<file path="src/indexed_seq_params.svh">
// constants for the indexed mode bus sequencer
`ifndef INDEXED_SEQ_PARAMS_SVH
`define INDEXED_SEQ_PARAMS_SVH

// cycles spent per instruction group
`define IMS_LEN_JUMP     4'h4
`define IMS_LEN_ACC_READ 4'h5
`define IMS_LEN_WIDE_LD  4'h6
`define IMS_LEN_ACC_ST   4'h6
`define IMS_LEN_RMW      4'h7
`define IMS_LEN_WIDE_ST  4'h7
`define IMS_LEN_CALL     4'h8

// cycle numbers within an instruction
`define IMS_CYC_FETCH    4'h1
`define IMS_CYC_OFFSET   4'h2
`define IMS_CYC_INDEX    4'h3
`define IMS_CYC_NOCARRY  4'h4
`define IMS_CYC_FIVE     4'h5
`define IMS_CYC_SIX      4'h6
`define IMS_CYC_SEVEN    4'h7
`define IMS_CYC_EIGHT    4'h8

// reset values of the pointers
`define IMS_PC_RST       16'h0000
`define IMS_IX_RST       16'h0000
`define IMS_SP_RST       16'h0000

// address steps
`define IMS_INSTR_LEN    16'h0002
`define IMS_ONE          16'h0001
`define IMS_TWO          16'h0002

`endif

</file>
<file path="src/indexed_seq_pkg.sv">
// types shared by the indexed mode bus sequencer
package indexed_seq_pkg;

	// instruction groups of the indexed mode
	typedef enum logic [3:0] {
		GRP_JUMP,
		GRP_ACC_READ,
		GRP_WIDE_LOAD,
		GRP_ACC_STORE,
		GRP_RMW,
		GRP_TEST,
		GRP_STORE_SP,
		GRP_STORE_IX,
		GRP_CALL
	} op_group_t;

	// sequencer phase
	typedef enum logic [1:0] {
		ST_IDLE,
		ST_RUN
	} seq_state_t;

	// all state of the sequencer
	typedef struct packed {
		seq_state_t  st;       // idle or running
		logic [3:0]  cyc;      // current cycle number
		op_group_t   grp;      // group in flight
		logic [15:0] pc;       // program counter
		logic [15:0] ix;       // index pointer
		logic [15:0] sp;       // stack pointer
		logic [15:0] opaddr;   // opcode address of current instruction
		logic [7:0]  off;      // unsigned offset byte
		logic [7:0]  acc;      // accumulator value to store
		logic [7:0]  hi_buf;   // high byte of a wide read
		logic [15:0] addr;     // address bus
		logic        valid_address_qualifier;      // valid address qualifier
		logic        rw;       // read high, write low
		logic [7:0]  dout;     // data bus out
		logic        doe;      // data bus drive enable
		logic [15:0] operand;  // operand read from memory
		logic        opv;      // operand valid pulse
	} seq_regs_t;

endpackage

</file>
<file path="src/indexed_ea_unit.sv">
// effective address arithmetic for indexed mode
`timescale 1ns/1ps
`default_nettype none
`include "indexed_seq_params.svh"

module indexed_ea_unit (
	// operands
	input  wire logic [15:0] i_index,
	input  wire logic [7:0]  i_offset,
	// results
	output logic      [15:0] o_sum_nocarry,
	output logic      [15:0] o_sum,
	output logic      [15:0] o_sum_plus1
);
	logic [8:0] low_sum; // low byte sum with carry out

	// unsigned offset, zero-extended; zero gives the index itself
	always_comb begin
		low_sum       = {1'b0, i_index[7:0]} + {1'b0, i_offset};
		o_sum_nocarry = {i_index[15:8], low_sum[7:0]};
		o_sum         = i_index + {8'h00, i_offset};
		o_sum_plus1   = o_sum + `IMS_ONE;
	end

endmodule

`default_nettype wire

</file>
<file path="src/indexed_mode_bus_sequencer.sv">
// indexed addressing mode bus sequencer
// Summary of operation
// - index pointer loads, increments and decrements
// - unsigned byte offset added to index
// - cycles one, two fetch opcode, offset
// - cycle counts 4,5,6,6,7,7,8 per group
// - cycle three: index address, unqualified, reading
// - cycle four: sum without carry, unqualified, except call
// - from five carried sum except call; reads in five for read, wide load, modify, test
// - wide load: high at EA, low EA+1
// - accumulator store: idle five, write six
// - wide store: high six, low seven
// - modify: read five, idle six, write seven
// - test operand: final write cycle unqualified
// - call: push low, high, three idle cycles
// - zero offset gives index itself
`timescale 1ns/1ps
`default_nettype none
`include "indexed_seq_params.svh"

module indexed_mode_bus_sequencer (
	// clock and reset
	input  wire logic                       i_core_clk,
	input  wire logic                       i_rst_n,
	// instruction request
	input  wire logic                       i_start,
	input  wire indexed_seq_pkg::op_group_t i_group,
	input  wire logic [7:0]                 i_acc,
	input  wire logic [7:0]                 i_new_operand,
	// pointer updates
	input  wire logic                       i_ix_load,
	input  wire logic [15:0]                i_ix_value,
	input  wire logic                       i_ix_inc,
	input  wire logic                       i_ix_dec,
	input  wire logic                       i_sp_load,
	input  wire logic [15:0]                i_sp_value,
	input  wire logic                       i_pc_load,
	input  wire logic [15:0]                i_pc_value,
	// system bus
	input  wire logic [7:0]                 i_data,
	output logic      [15:0]                o_addr,
	output logic                            o_valid_address_qualifier,
	output logic                            o_rw,
	output logic      [7:0]                 o_data,
	output logic                            o_data_oe,
	// status
	output logic                            o_ready,
	output logic                            o_last,
	output logic      [15:0]                o_operand,
	output logic                            o_operand_valid,
	output logic      [15:0]                o_pc,
	output logic      [15:0]                o_index_pointer,
	output logic      [15:0]                o_stack_pointer
);
	import indexed_seq_pkg::*;

	seq_regs_t   s_q;          // registered state
	seq_regs_t   s_d;          // next state
	logic [15:0] ea_nocarry;   // index plus offset, no carry
	logic [15:0] ea_sum;       // index plus offset
	logic [15:0] ea_plus1;     // index plus offset plus one
	logic [15:0] ret_addr;     // return address for a call
	logic        last;         // final cycle of the instruction
	logic        ready;        // a new instruction may be taken
	logic [3:0]  nc;           // number of the next cycle

	// cycles spent by each group
	function automatic logic [3:0] group_len(input op_group_t g);
		case (g)
			GRP_JUMP:      group_len = `IMS_LEN_JUMP;
			GRP_ACC_READ:  group_len = `IMS_LEN_ACC_READ;
			GRP_WIDE_LOAD: group_len = `IMS_LEN_WIDE_LD;
			GRP_ACC_STORE: group_len = `IMS_LEN_ACC_ST;
			GRP_RMW:       group_len = `IMS_LEN_RMW;
			GRP_TEST:      group_len = `IMS_LEN_RMW;
			GRP_STORE_SP:  group_len = `IMS_LEN_WIDE_ST;
			GRP_STORE_IX:  group_len = `IMS_LEN_WIDE_ST;
			GRP_CALL:      group_len = `IMS_LEN_CALL;
			default:       group_len = `IMS_LEN_JUMP;
		endcase
	endfunction

	// address arithmetic
	indexed_ea_unit u_ea (
		.i_index       (s_q.ix),
		.i_offset      (s_q.off),
		.o_sum_nocarry (ea_nocarry),
		.o_sum         (ea_sum),
		.o_sum_plus1   (ea_plus1)
	);

	// next-state logic
	always_comb begin
		s_d      = s_q;
		s_d.opv  = 1'b0;
		ret_addr = s_q.opaddr + `IMS_INSTR_LEN;
		last     = (s_q.st == ST_RUN) && (s_q.cyc == group_len(s_q.grp));
		ready    = (s_q.st == ST_IDLE) || last;
		nc       = s_q.cyc + 4'h1;

		// sample the data bus at the end of read cycles
		if (s_q.st == ST_RUN) begin
			case (s_q.cyc)
				`IMS_CYC_OFFSET: begin
					s_d.off = i_data;
				end
				`IMS_CYC_FIVE: begin
					if (s_q.grp == GRP_ACC_READ || s_q.grp == GRP_RMW
							|| s_q.grp == GRP_TEST) begin
						s_d.operand = {8'h00, i_data};
						s_d.opv     = 1'b1;
					end else if (s_q.grp == GRP_WIDE_LOAD) begin
						s_d.hi_buf = i_data;
					end
				end
				`IMS_CYC_SIX: begin
					if (s_q.grp == GRP_WIDE_LOAD) begin
						s_d.operand = {s_q.hi_buf, i_data};
						s_d.opv     = 1'b1;
					end
				end
				default: begin
				end
			endcase
		end

		// completion effects on the pointers
		if (last) begin
			case (s_q.grp)
				GRP_JUMP: begin
					s_d.pc = ea_sum;
				end
				GRP_CALL: begin
					s_d.pc = ea_sum;
					s_d.sp = s_q.sp - `IMS_TWO;
				end
				default: begin
					s_d.pc = ret_addr;
				end
			endcase
		end

		// bus defaults: unqualified read, data bus released
		s_d.valid_address_qualifier = 1'b0;
		s_d.rw  = 1'b1;
		s_d.doe = 1'b0;

		if (ready) begin
			// pointer updates from the core between instructions
			if (i_ix_load) begin
				s_d.ix = i_ix_value;
			end else if (i_ix_inc) begin
				s_d.ix = s_q.ix + `IMS_ONE;
			end else if (i_ix_dec) begin
				s_d.ix = s_q.ix - `IMS_ONE;
			end
			if (i_sp_load) begin
				s_d.sp = i_sp_value;
			end
			if (i_pc_load) begin
				s_d.pc = i_pc_value;
			end
			if (i_start) begin
				// cycle one: opcode fetch
				s_d.st     = ST_RUN;
				s_d.cyc    = `IMS_CYC_FETCH;
				s_d.grp    = i_group;
				s_d.acc    = i_acc;
				s_d.opaddr = s_d.pc;
				s_d.addr   = s_d.pc;
				s_d.valid_address_qualifier    = 1'b1;
			end else begin
				// idle: park on the program counter, unqualified
				s_d.st   = ST_IDLE;
				s_d.cyc  = 4'h0;
				s_d.addr = s_d.pc;
			end
		end else begin
			s_d.cyc = nc;
			case (nc)
				`IMS_CYC_OFFSET: begin
					s_d.addr = s_q.opaddr + `IMS_ONE;
					s_d.valid_address_qualifier  = 1'b1;
				end
				`IMS_CYC_INDEX: begin
					s_d.addr = s_q.ix;
				end
				`IMS_CYC_NOCARRY: begin
					if (s_q.grp == GRP_CALL) begin
						s_d.addr = s_q.sp;
						s_d.valid_address_qualifier  = 1'b1;
						s_d.rw   = 1'b0;
						s_d.dout = ret_addr[7:0];
						s_d.doe  = 1'b1;
					end else begin
						s_d.addr = ea_nocarry;
					end
				end
				`IMS_CYC_FIVE: begin
					s_d.addr = ea_sum;
					case (s_q.grp)
						GRP_CALL: begin
							s_d.addr = s_q.sp - `IMS_ONE;
							s_d.valid_address_qualifier  = 1'b1;
							s_d.rw   = 1'b0;
							s_d.dout = ret_addr[15:8];
							s_d.doe  = 1'b1;
						end
						GRP_ACC_READ, GRP_WIDE_LOAD, GRP_RMW, GRP_TEST: begin
							s_d.valid_address_qualifier = 1'b1;
						end
						default: begin
							s_d.valid_address_qualifier = 1'b0;
						end
					endcase
				end
				`IMS_CYC_SIX: begin
					s_d.addr = ea_sum;
					case (s_q.grp)
						GRP_CALL: begin
							s_d.addr = s_q.sp - `IMS_TWO;
						end
						GRP_WIDE_LOAD: begin
							s_d.addr = ea_plus1;
							s_d.valid_address_qualifier  = 1'b1;
						end
						GRP_ACC_STORE: begin
							s_d.valid_address_qualifier  = 1'b1;
							s_d.rw   = 1'b0;
							s_d.dout = s_q.acc;
							s_d.doe  = 1'b1;
						end
						GRP_STORE_SP, GRP_STORE_IX: begin
							s_d.valid_address_qualifier  = 1'b1;
							s_d.rw   = 1'b0;
							s_d.dout = (s_q.grp == GRP_STORE_SP) ? s_q.sp[15:8] : s_q.ix[15:8];
							s_d.doe  = 1'b1;
						end
						default: begin
							s_d.valid_address_qualifier = 1'b0;
						end
					endcase
				end
				`IMS_CYC_SEVEN: begin
					s_d.addr = ea_sum;
					case (s_q.grp)
						GRP_CALL: begin
							s_d.addr = s_q.ix;
						end
						GRP_RMW: begin
							s_d.valid_address_qualifier  = 1'b1;
							s_d.rw   = 1'b0;
							s_d.dout = i_new_operand;
							s_d.doe  = 1'b1;
						end
						GRP_TEST: begin
							s_d.rw = 1'b0;
						end
						GRP_STORE_SP, GRP_STORE_IX: begin
							s_d.addr = ea_plus1;
							s_d.valid_address_qualifier  = 1'b1;
							s_d.rw   = 1'b0;
							s_d.dout = (s_q.grp == GRP_STORE_SP) ? s_q.sp[7:0] : s_q.ix[7:0];
							s_d.doe  = 1'b1;
						end
						default: begin
						end
					endcase
				end
				`IMS_CYC_EIGHT: begin
					s_d.addr = s_q.ix;
				end
				default: begin
				end
			endcase
		end
	end

	// state register
	always_ff @(posedge i_core_clk) begin
		if (!i_rst_n) begin
			s_q         <= '0;
			s_q.st      <= ST_IDLE;
			s_q.grp     <= GRP_JUMP;
			s_q.pc      <= `IMS_PC_RST;
			s_q.ix      <= `IMS_IX_RST;
			s_q.sp      <= `IMS_SP_RST;
			s_q.addr    <= `IMS_PC_RST;
			s_q.rw      <= 1'b1;
		end else begin
			s_q <= s_d;
		end
	end

	// outputs
	assign o_addr                    = s_q.addr;
	assign o_valid_address_qualifier = s_q.valid_address_qualifier;
	assign o_rw                      = s_q.rw;
	assign o_data                    = s_q.dout;
	assign o_data_oe                 = s_q.doe;
	assign o_ready                   = ready;
	assign o_last                    = last;
	assign o_operand                 = s_q.operand;
	assign o_operand_valid           = s_q.opv;
	assign o_pc                      = s_q.pc;
	assign o_index_pointer           = s_q.ix;
	assign o_stack_pointer           = s_q.sp;

endmodule

`default_nettype wire

</file>
<file path="config.mk">
export PLATFORM = sky130hd
export DESIGN_NAME = indexed_mode_bus_sequencer
export DESIGN_NICKNAME = d
export VERILOG_FILES = /design/src/indexed_seq_pkg.sv /design/src/indexed_ea_unit.sv /design/src/indexed_mode_bus_sequencer.sv
export VERILOG_INCLUDE_DIRS = /design/src
export SDC_FILE = /design/constraint.sdc
export NUM_CORES = 1
export LEC_CHECK = 0
export ABC_AREA = 1
export BUFFER_PORTS_ARGS = -buffer_cell sky130_fd_sc_hd__buf_2
export CORE_AREA = 10 10 134 166
export CTS_CLUSTER_SIZE = 24
export DETAILED_ROUTE_END_ITERATION = 10
export DIE_AREA = 0 0 144 176
export PLACE_DENSITY = 0.86
export SETUP_SLACK_MARGIN = 0.02
export SYNTH_ARGS = -nofsm -noshare
export SYNTH_HDL_FRONTEND = slang
export SYNTH_SLANG_ARGS = --single-unit
</file>
<file path="constraint.sdc">
create_clock -name i_core_clk -period 5.9 [get_ports i_core_clk]
set_clock_uncertainty 0.1 [all_clocks]
set_input_delay 0.295 -clock i_core_clk [delete_from_list [all_inputs] [get_ports i_core_clk]]
set_output_delay 0.295 -clock i_core_clk [all_outputs]
set_load 0.01 [all_outputs]
</file>
# --- Yosys cells after proc, flatten, opt, wreduce, memory -nomap -nowiden ---
# Memories as Yosys holds them, arrays and structs flattened. A register that Yosys moved wholly into a read port is not among the register bits.
# Index checks and enable logic that the tools add are counted.
op_classes:
  add_sub_neg: 10
  bitwise: 3
  reduce_logical: 25
  eq_ne: 26
  n_mux: 37
ops:
  columns: ["cell", "n"]
  rows:
  - ["2-to-1 mux 16 bit", 12]
  - ["one-hot mux 16 bit (6 select lines)", 1]
  - ["2-to-1 mux 64 bit", 1]
  - ["one-hot mux 16 bit (2 select lines)", 2]
  - ["2-to-1 mux 17 bit", 3]
  - ["adder 16 x 1 -> 16 bit (second input constant)", 3]
  - ["equality test 4 x 3 -> 1 bit (second input constant)", 10]
  - ["one-hot mux 10 bit (4 select lines)", 1]
  - ["one-hot mux 17 bit (2 select lines)", 1]
  - ["subtractor 16 x 1 -> 16 bit (second input constant)", 2]
  - ["equality test 4 x 2 -> 1 bit (second input constant)", 5]
  - ["one-hot mux 10 bit (2 select lines)", 1]
  - ["one-hot mux 9 bit (2 select lines)", 1]
  - ["adder 16 x 2 -> 16 bit (second input constant)", 1]
  - ["adder 16 x 8 -> 16 bit", 1]
  - ["2-to-1 mux 8 bit", 2]
  - ["subtractor 16 x 2 -> 16 bit (second input constant)", 1]
  - ["2-to-1 mux 4 bit", 3]
  - ["2-to-1 mux 11 bit", 1]
  - ["2-to-1 mux 10 bit", 1]
  - ["adder 8 bit", 1]
  - ["equality test 4 bit (second input constant)", 2]
  - ["inequality test 2 bit (second input constant)", 4]
  - ["AND reduction 2 bit", 4]
  - ["other kinds (24)", 37]
word_totals:
  regBits: 142
  in_bits: 84
  mem_count: 1
  romBits: 64
mem_list:
  columns: ["name", "depth", "word_bits", "read_ports", "rd_clocked_by_memory_dff", "write_ports", "line", "rtl"]
  rows:
  - ["(name not given)", 16, 4, 1, 1, 0, "indexed_mode_bus_sequencer.sv:69", "case (g)"]

# --- Longest topological paths before layout ---
logic_depth:
  ltp_word: 7
  depth_mapped: 19
  ltp_nobuf: 19

# --- Cells and area by module ---
# From an unflattened synthesis, not the netlist that was laid out.
unflattened:
  hier_cells: 2131
  area_unflattened_um2: 12694.7
modules_own_cells:
  columns: ["mod", "seq_area_each_um2", "area_per_inst_um2", "instances", "cells_per_inst"]
  rows:
  - ["indexed_mode_bus_sequencer", 2902.8, 11407.2, 1, 1879]
  - ["indexed_ea_unit", 0.0, 1287.5, 1, 252]

# --- Least setup slack after synthesis ---
# OpenSTA, ideal clock, no wires.
synth_timing:
  kind: "reg2reg"
  startpoint: "register s_q (netlist bit o_index_pointer[0])"
  endpoint: "register s_q (netlist bit o_addr[15])"
  arrival_ns: 2.415
  slack_ns: 3.270
  required_time_ns: 5.685
  path_stages_with_launch: 16
  synth_period_minus_slack_ns: 2.630
  setup_ns: 0.115
  path_cell_list: "dfxtp_1 > ha_1 > fa_1 > nand2_1 > nor2_1 > nand3_1 > nor2_1 > nand3_1 > nor2_2 > nand4_1 > nor2_1 > nand2_1 > nand3_1 > nand2_1 > a21oi_1 > nor2_1"
synth_between:
  elab_chain_cells: 5
  word_cells_on_any_way: 10
  classes_between: "2 x add/sub; 8 x mux"
synth_rtl:
  columns: ["item", "line", "rtl"]
  rows:
  - ["start: declaration", "indexed_mode_bus_sequencer.sv:57", "seq_regs_t s_q;"]
  - ["adder 16 x 8 -> 16 bit (*)", "indexed_ea_unit.sv:21", "o_sum = i_index + {8'h00, i_offset};"]
  - ["adder 16 x 1 -> 16 bit (no line) / 2-to-1 mux 16 bit (equally long branches)", null, null]
  - ["one-hot mux 16 bit (2 select lines) (tied with other cells)", "indexed_mode_bus_sequencer.sv:246", "case (s_q.grp)"]
  - ["one-hot mux 16 bit (6 select lines) / 2-to-1 mux 16 bit (equally long branches)", "indexed_mode_bus_sequencer.sv:180, indexed_mode_bus_sequencer.sv:160", null]
  - ["2-to-1 mux 17 bit (*)", "indexed_mode_bus_sequencer.sv:148", "if (ready) begin"]
# Every way passes the cells marked *; elsewhere a longest branch is shown, timed or not.
# A chain may end at the register's enable or synchronous reset.

# --- Worst setup path in the final report ---
layout_timing:
  startpoint: "register s_q[132] (netlist bit)"
  endpoint: "register s_q (netlist bit o_addr[12])"
layout_between:
  elab_chain_cells: 6
  word_cells_on_any_way: 16
  classes_between: "4 x eq/ne; 9 x mux; 3 x reduce/logical"
layout_rtl:
  columns: ["item", "line"]
  rows:
  - ["parallel branches: the longest is 5 deep, another holds one-hot mux 16 bit (2 select lines)", null]
  - ["2-to-1 mux 17 bit (*)", "indexed_mode_bus_sequencer.sv:148"]
# Every way passes the cells marked *.

==> impl_metrics.json <==
{
  "outcome": "finished clean",
  "postSynthCellCount": 1768,
  "place_area_um2": 11600,
  "synthFlopType": "dfxtp_1",
  "crit_path_start_kind": "flop",
  "syn_to_final_growth_pct": 7.87,
  "first_pass_iters": 8,
  "max_cap_violations": 0,
  "die_x_um": 144,
  "yosys_warnings": 0,
  "routabilityCongestion": 1.11,
  "hp-start": "i_sp_value[4]",
  "num_rows": 57,
  "timing.rr.start": "s_q[132]",
  "synth_top_family_by_area": "simple AND/OR/NAND/NOR gates",
  "end_kind": "flop",
  "min_period_ns": 4.35,
  "die_h_um": 176,
  "syn-cell-area_um2": 11400,
  "synth-seq-cells": 145,
  "dr_total_vias": 12700,
  "worstPathCellList": "nor2_2, nand2_2, nor2_1, buf_4, inv_1, nor2_1, inv_1, o221ai_1, nor2_1, nand3_1, nor2_1, nand2_1, nand2_1, a21oi_1",
  "numCtsBuffers": 17,
  "crit_arrival_ns": 4.62,
  "path_buf_inv": 3,
  "synthXorXnorAreaFrac": 0.0472,
  "path_class": "reg -> reg",
  "synth_edf_count": 0,
  "htreeDepth": 4,
  "slew_headroom": 0.214,
  "synth_adder_area_share": 0.0421,
  "ys_seq_area_frac": 0.256,
  "cts_root_buf": "clkbuf_16",
  "diodes": 0,
  "hold_viol_final": 0,
  "grt_max_degree": 80,
  "cp.required_ns": 6.16,
  "core_um2": 19200,
  "antenna_found_initial": 0,
  "whs_path_depth": 2,
  "clock_latency_ns": 0.44,
  "initial_core_util": 0.592,
  "num_io_pins": 178,
  "powerDensity_nw_per_um2": 253,
  "postCtsSetupRepairBufs": 0,
  "hold_buffers": 5,
  "r2r_cells": 14,
  "viasPerCell": 6.13,
  "max_clock_freq_ghz": 0.230,
  "r2r_end": "o_addr[12]",
  "cts.path.max_buffers": 2,
  "cellLeakagePower_uw": 0.00567,
  "synth_compound_area_frac": 0.223,
  "drive_above_1_share": 0.148,
  "cts.sinks": 145,
  "worstMarginPinSlew_ns": 1.18,
  "clkTransAtPathRegs_ns": 0.07,
  "irDropWorstVdd_v": 0.000199,
  "cp_common_cell": "nor2_1",
  "hpwl_um": 34800,
  "grt_pass1_wl_um": 69000,
  "hold_class": "in -> reg",
  "drc_errors": 0,
  "grtUsageTotal": 0.349,
  "drt_wl_total_um": 45200,
  "dp.cells": 2029,
  "tritoncts": "built",
  "yosys-mux-area-fraction": 0.00264,
  "grt_pass1_vias": 12100,
  "die_area_um2": 25300,
  "synth_async_sr_flop_share": 0,
  "post-route-period-util": 0.738,
  "crit_family": "simple AND/OR/NAND/NOR gates",
  "whs_ns": 0.00240,
  "cts_resized": 0,
  "synth-simple-area-share": 0.279,
  "syn-mean-instance-area_um2": 6.42,
  "r2r_slack_ns": 1.55,
  "slowest_delay_ns": 1.03,
  "drtIter0Drc": 1425,
  "final_antenna_net_count": 0,
  "synth_fp_nets": 1889,
  "path_max_fanout": 33,
  "post_drt_wl_per_cell_um": 21.9,
  "io_buffers": 177,
  "fin_nets": 1938,
  "hold_end": "o_stack_pointer[4]",
  "drv_slew": 0,
  "grt_setup_unrepaired": "no",
  "finalSetupViolations": 0,
  "setup_tns_ns": 0,
  "fin_area_um2": 12200,
  "slowest_stage": "nor2_1",
  "synth_cell_types": 64,
  "gr-total-overflow": 0,
  "final_cells": 2065
}
==> kinds of logic (layout without fill, tap and decap cells) <==
family | after synthesis | count (layout)
AO/OA/AOI/OAI | 448 | 448
XOR/XNOR | 59 | 59
adder cells (fa/ha/maj) | 37 | 37
buffers and inverters | 352 | 413
flip-flops | 145 | 145
multiplexers | 3 | 3
AND/OR/NAND/NOR | 724 | 724
==> area by class of cell <==
class / count / area (µm²)
multi-input combinational: 1271 / 6760
clock buffer: 19 / 443
timing repair buffer: 187 / 973
tap: 236 / 295
clock inverter: 12 / 146
inverter: 195 / 733
fill: 1844 / 6940
sequential: 145 / 2900
==> cells in the mapped netlist, types with 22 or more instances <==
library cell / n / area share
nand2_1: 332 / 0.11
nor2_1: 200 / 0.066
inv_1: 177 / 0.059
o21ai_0: 155 / 0.068
a21oi_1: 154 / 0.068
dfxtp_1: 145 / 0.26
buf_4: 94 / 0.062
nand3_1: 85 / 0.037
xor2_1: 47 / 0.036
clkbuf_1: 42 / 0.014
ha_1: 35 / 0.039
nor3_1: 29 / 0.013
o211ai_1: 24 / 0.016
nand4_1: 22 / 0.012
==> worst max-delay path by stage <==
| stage | cells past startpoint | slack (ns) | end | start |
|---|---|---|---|---|
| 2_1_floorplan | 15 | 3.27 | o_addr[15] | o_index_pointer[0] |
| 3_3_place_gp | 14 | 2.02 | o_addr[12] | s_q[132] |
| 3_5_place_dp | 14 | 1.80 | o_addr[12] | s_q[132] |
| 4_1_cts | 14 | 1.80 | o_addr[12] | s_q[132] |
| 5_1_grt | 14 | 1.30 | o_addr[12] | s_q[132] |
| 6_report | 14 | 1.55 | o_addr[12] | s_q[132] |
==> cells in the final DEF, fill, tap and decap left out, types with 4 or more instances in the layout <==
cell,n
nand4_1,22
nor2_2,7
nand2_2,10
nand2_1,332
xor2_1,47
xnor2_1,11
dlygate4sd3_1,5
o221ai_1,8
nand3_1,85
clkbuf_16,17
buf_2,177
nand2_4,7
o21ai_0,155
a21oi_1,154
inv_2,15
o21ai_1,21
buf_4,5
o211ai_1,24
a22oi_1,11
nor3_1,29
inv_6,4
inv_1,176
clkinv_4,4
o2111ai_1,4
o22ai_1,16
dfxtp_1,145
nor2_1,200
o31ai_1,4
ha_1,35
or2_2,7
a211oi_1,10
nor3b_1,7
a31oi_1,16
==> registers in the layout, summed over array words and instances (netlist names), named ones only <==
register,count
o_rw,1
o_data_oe,1
o_stack_pointer,16
s_q,49
o_pc,16
o_addr,16
o_valid_address_qualifier,1
o_index_pointer,16
o_data,8
o_operand,16
o_operand_valid,1
==> per-stage QoR <==
step | total power (µW) | setup slack (ns) | util
2_1_floorplan | 1710 | 3.27 | -
4_1_cts | 3060 | 1.80 | 0.638
3_3_place_gp | 1940 | 2.02 | 0.605
5_1_grt | 3210 | 1.30 | 0.638
6_report | 3090 | 1.55 | 0.638
3_5_place_dp | 1950 | 1.80 | 0.605
==> worst reg2reg max path, stage by stage, from the launching register on <==
cell	delay, ns
dfxtp_1	0.64
nor2_2	0.28
nand2_2	0.26
nor2_1	0.17
buf_4	0.33
inv_1	0.43
nor2_1	1.03
inv_1	0.35
o221ai_1	0.28
nor2_1	0.08
nand3_1	0.07
nor2_1	0.04
nand2_1	0.06
nand2_1	0.05
a21oi_1	0.12
==> report_power, final <==
part	switching, µW	leakage (µW)	total (µW)	internal [µW]
Combinational	562	0.00419	820	258
Clock	486	0.000291	1130	642
Sequential	98.6	0.00119	1140	1050
==> routing by layer <==
layer / routed length [µm] / global-route usage
met2: 21300 / 0.579
met4: 3110 / 0.211
met3: 4030 / 0.0702
met5: 0 / 0
met1: 16700 / 0.406
(Power assumes the default switching activity.)
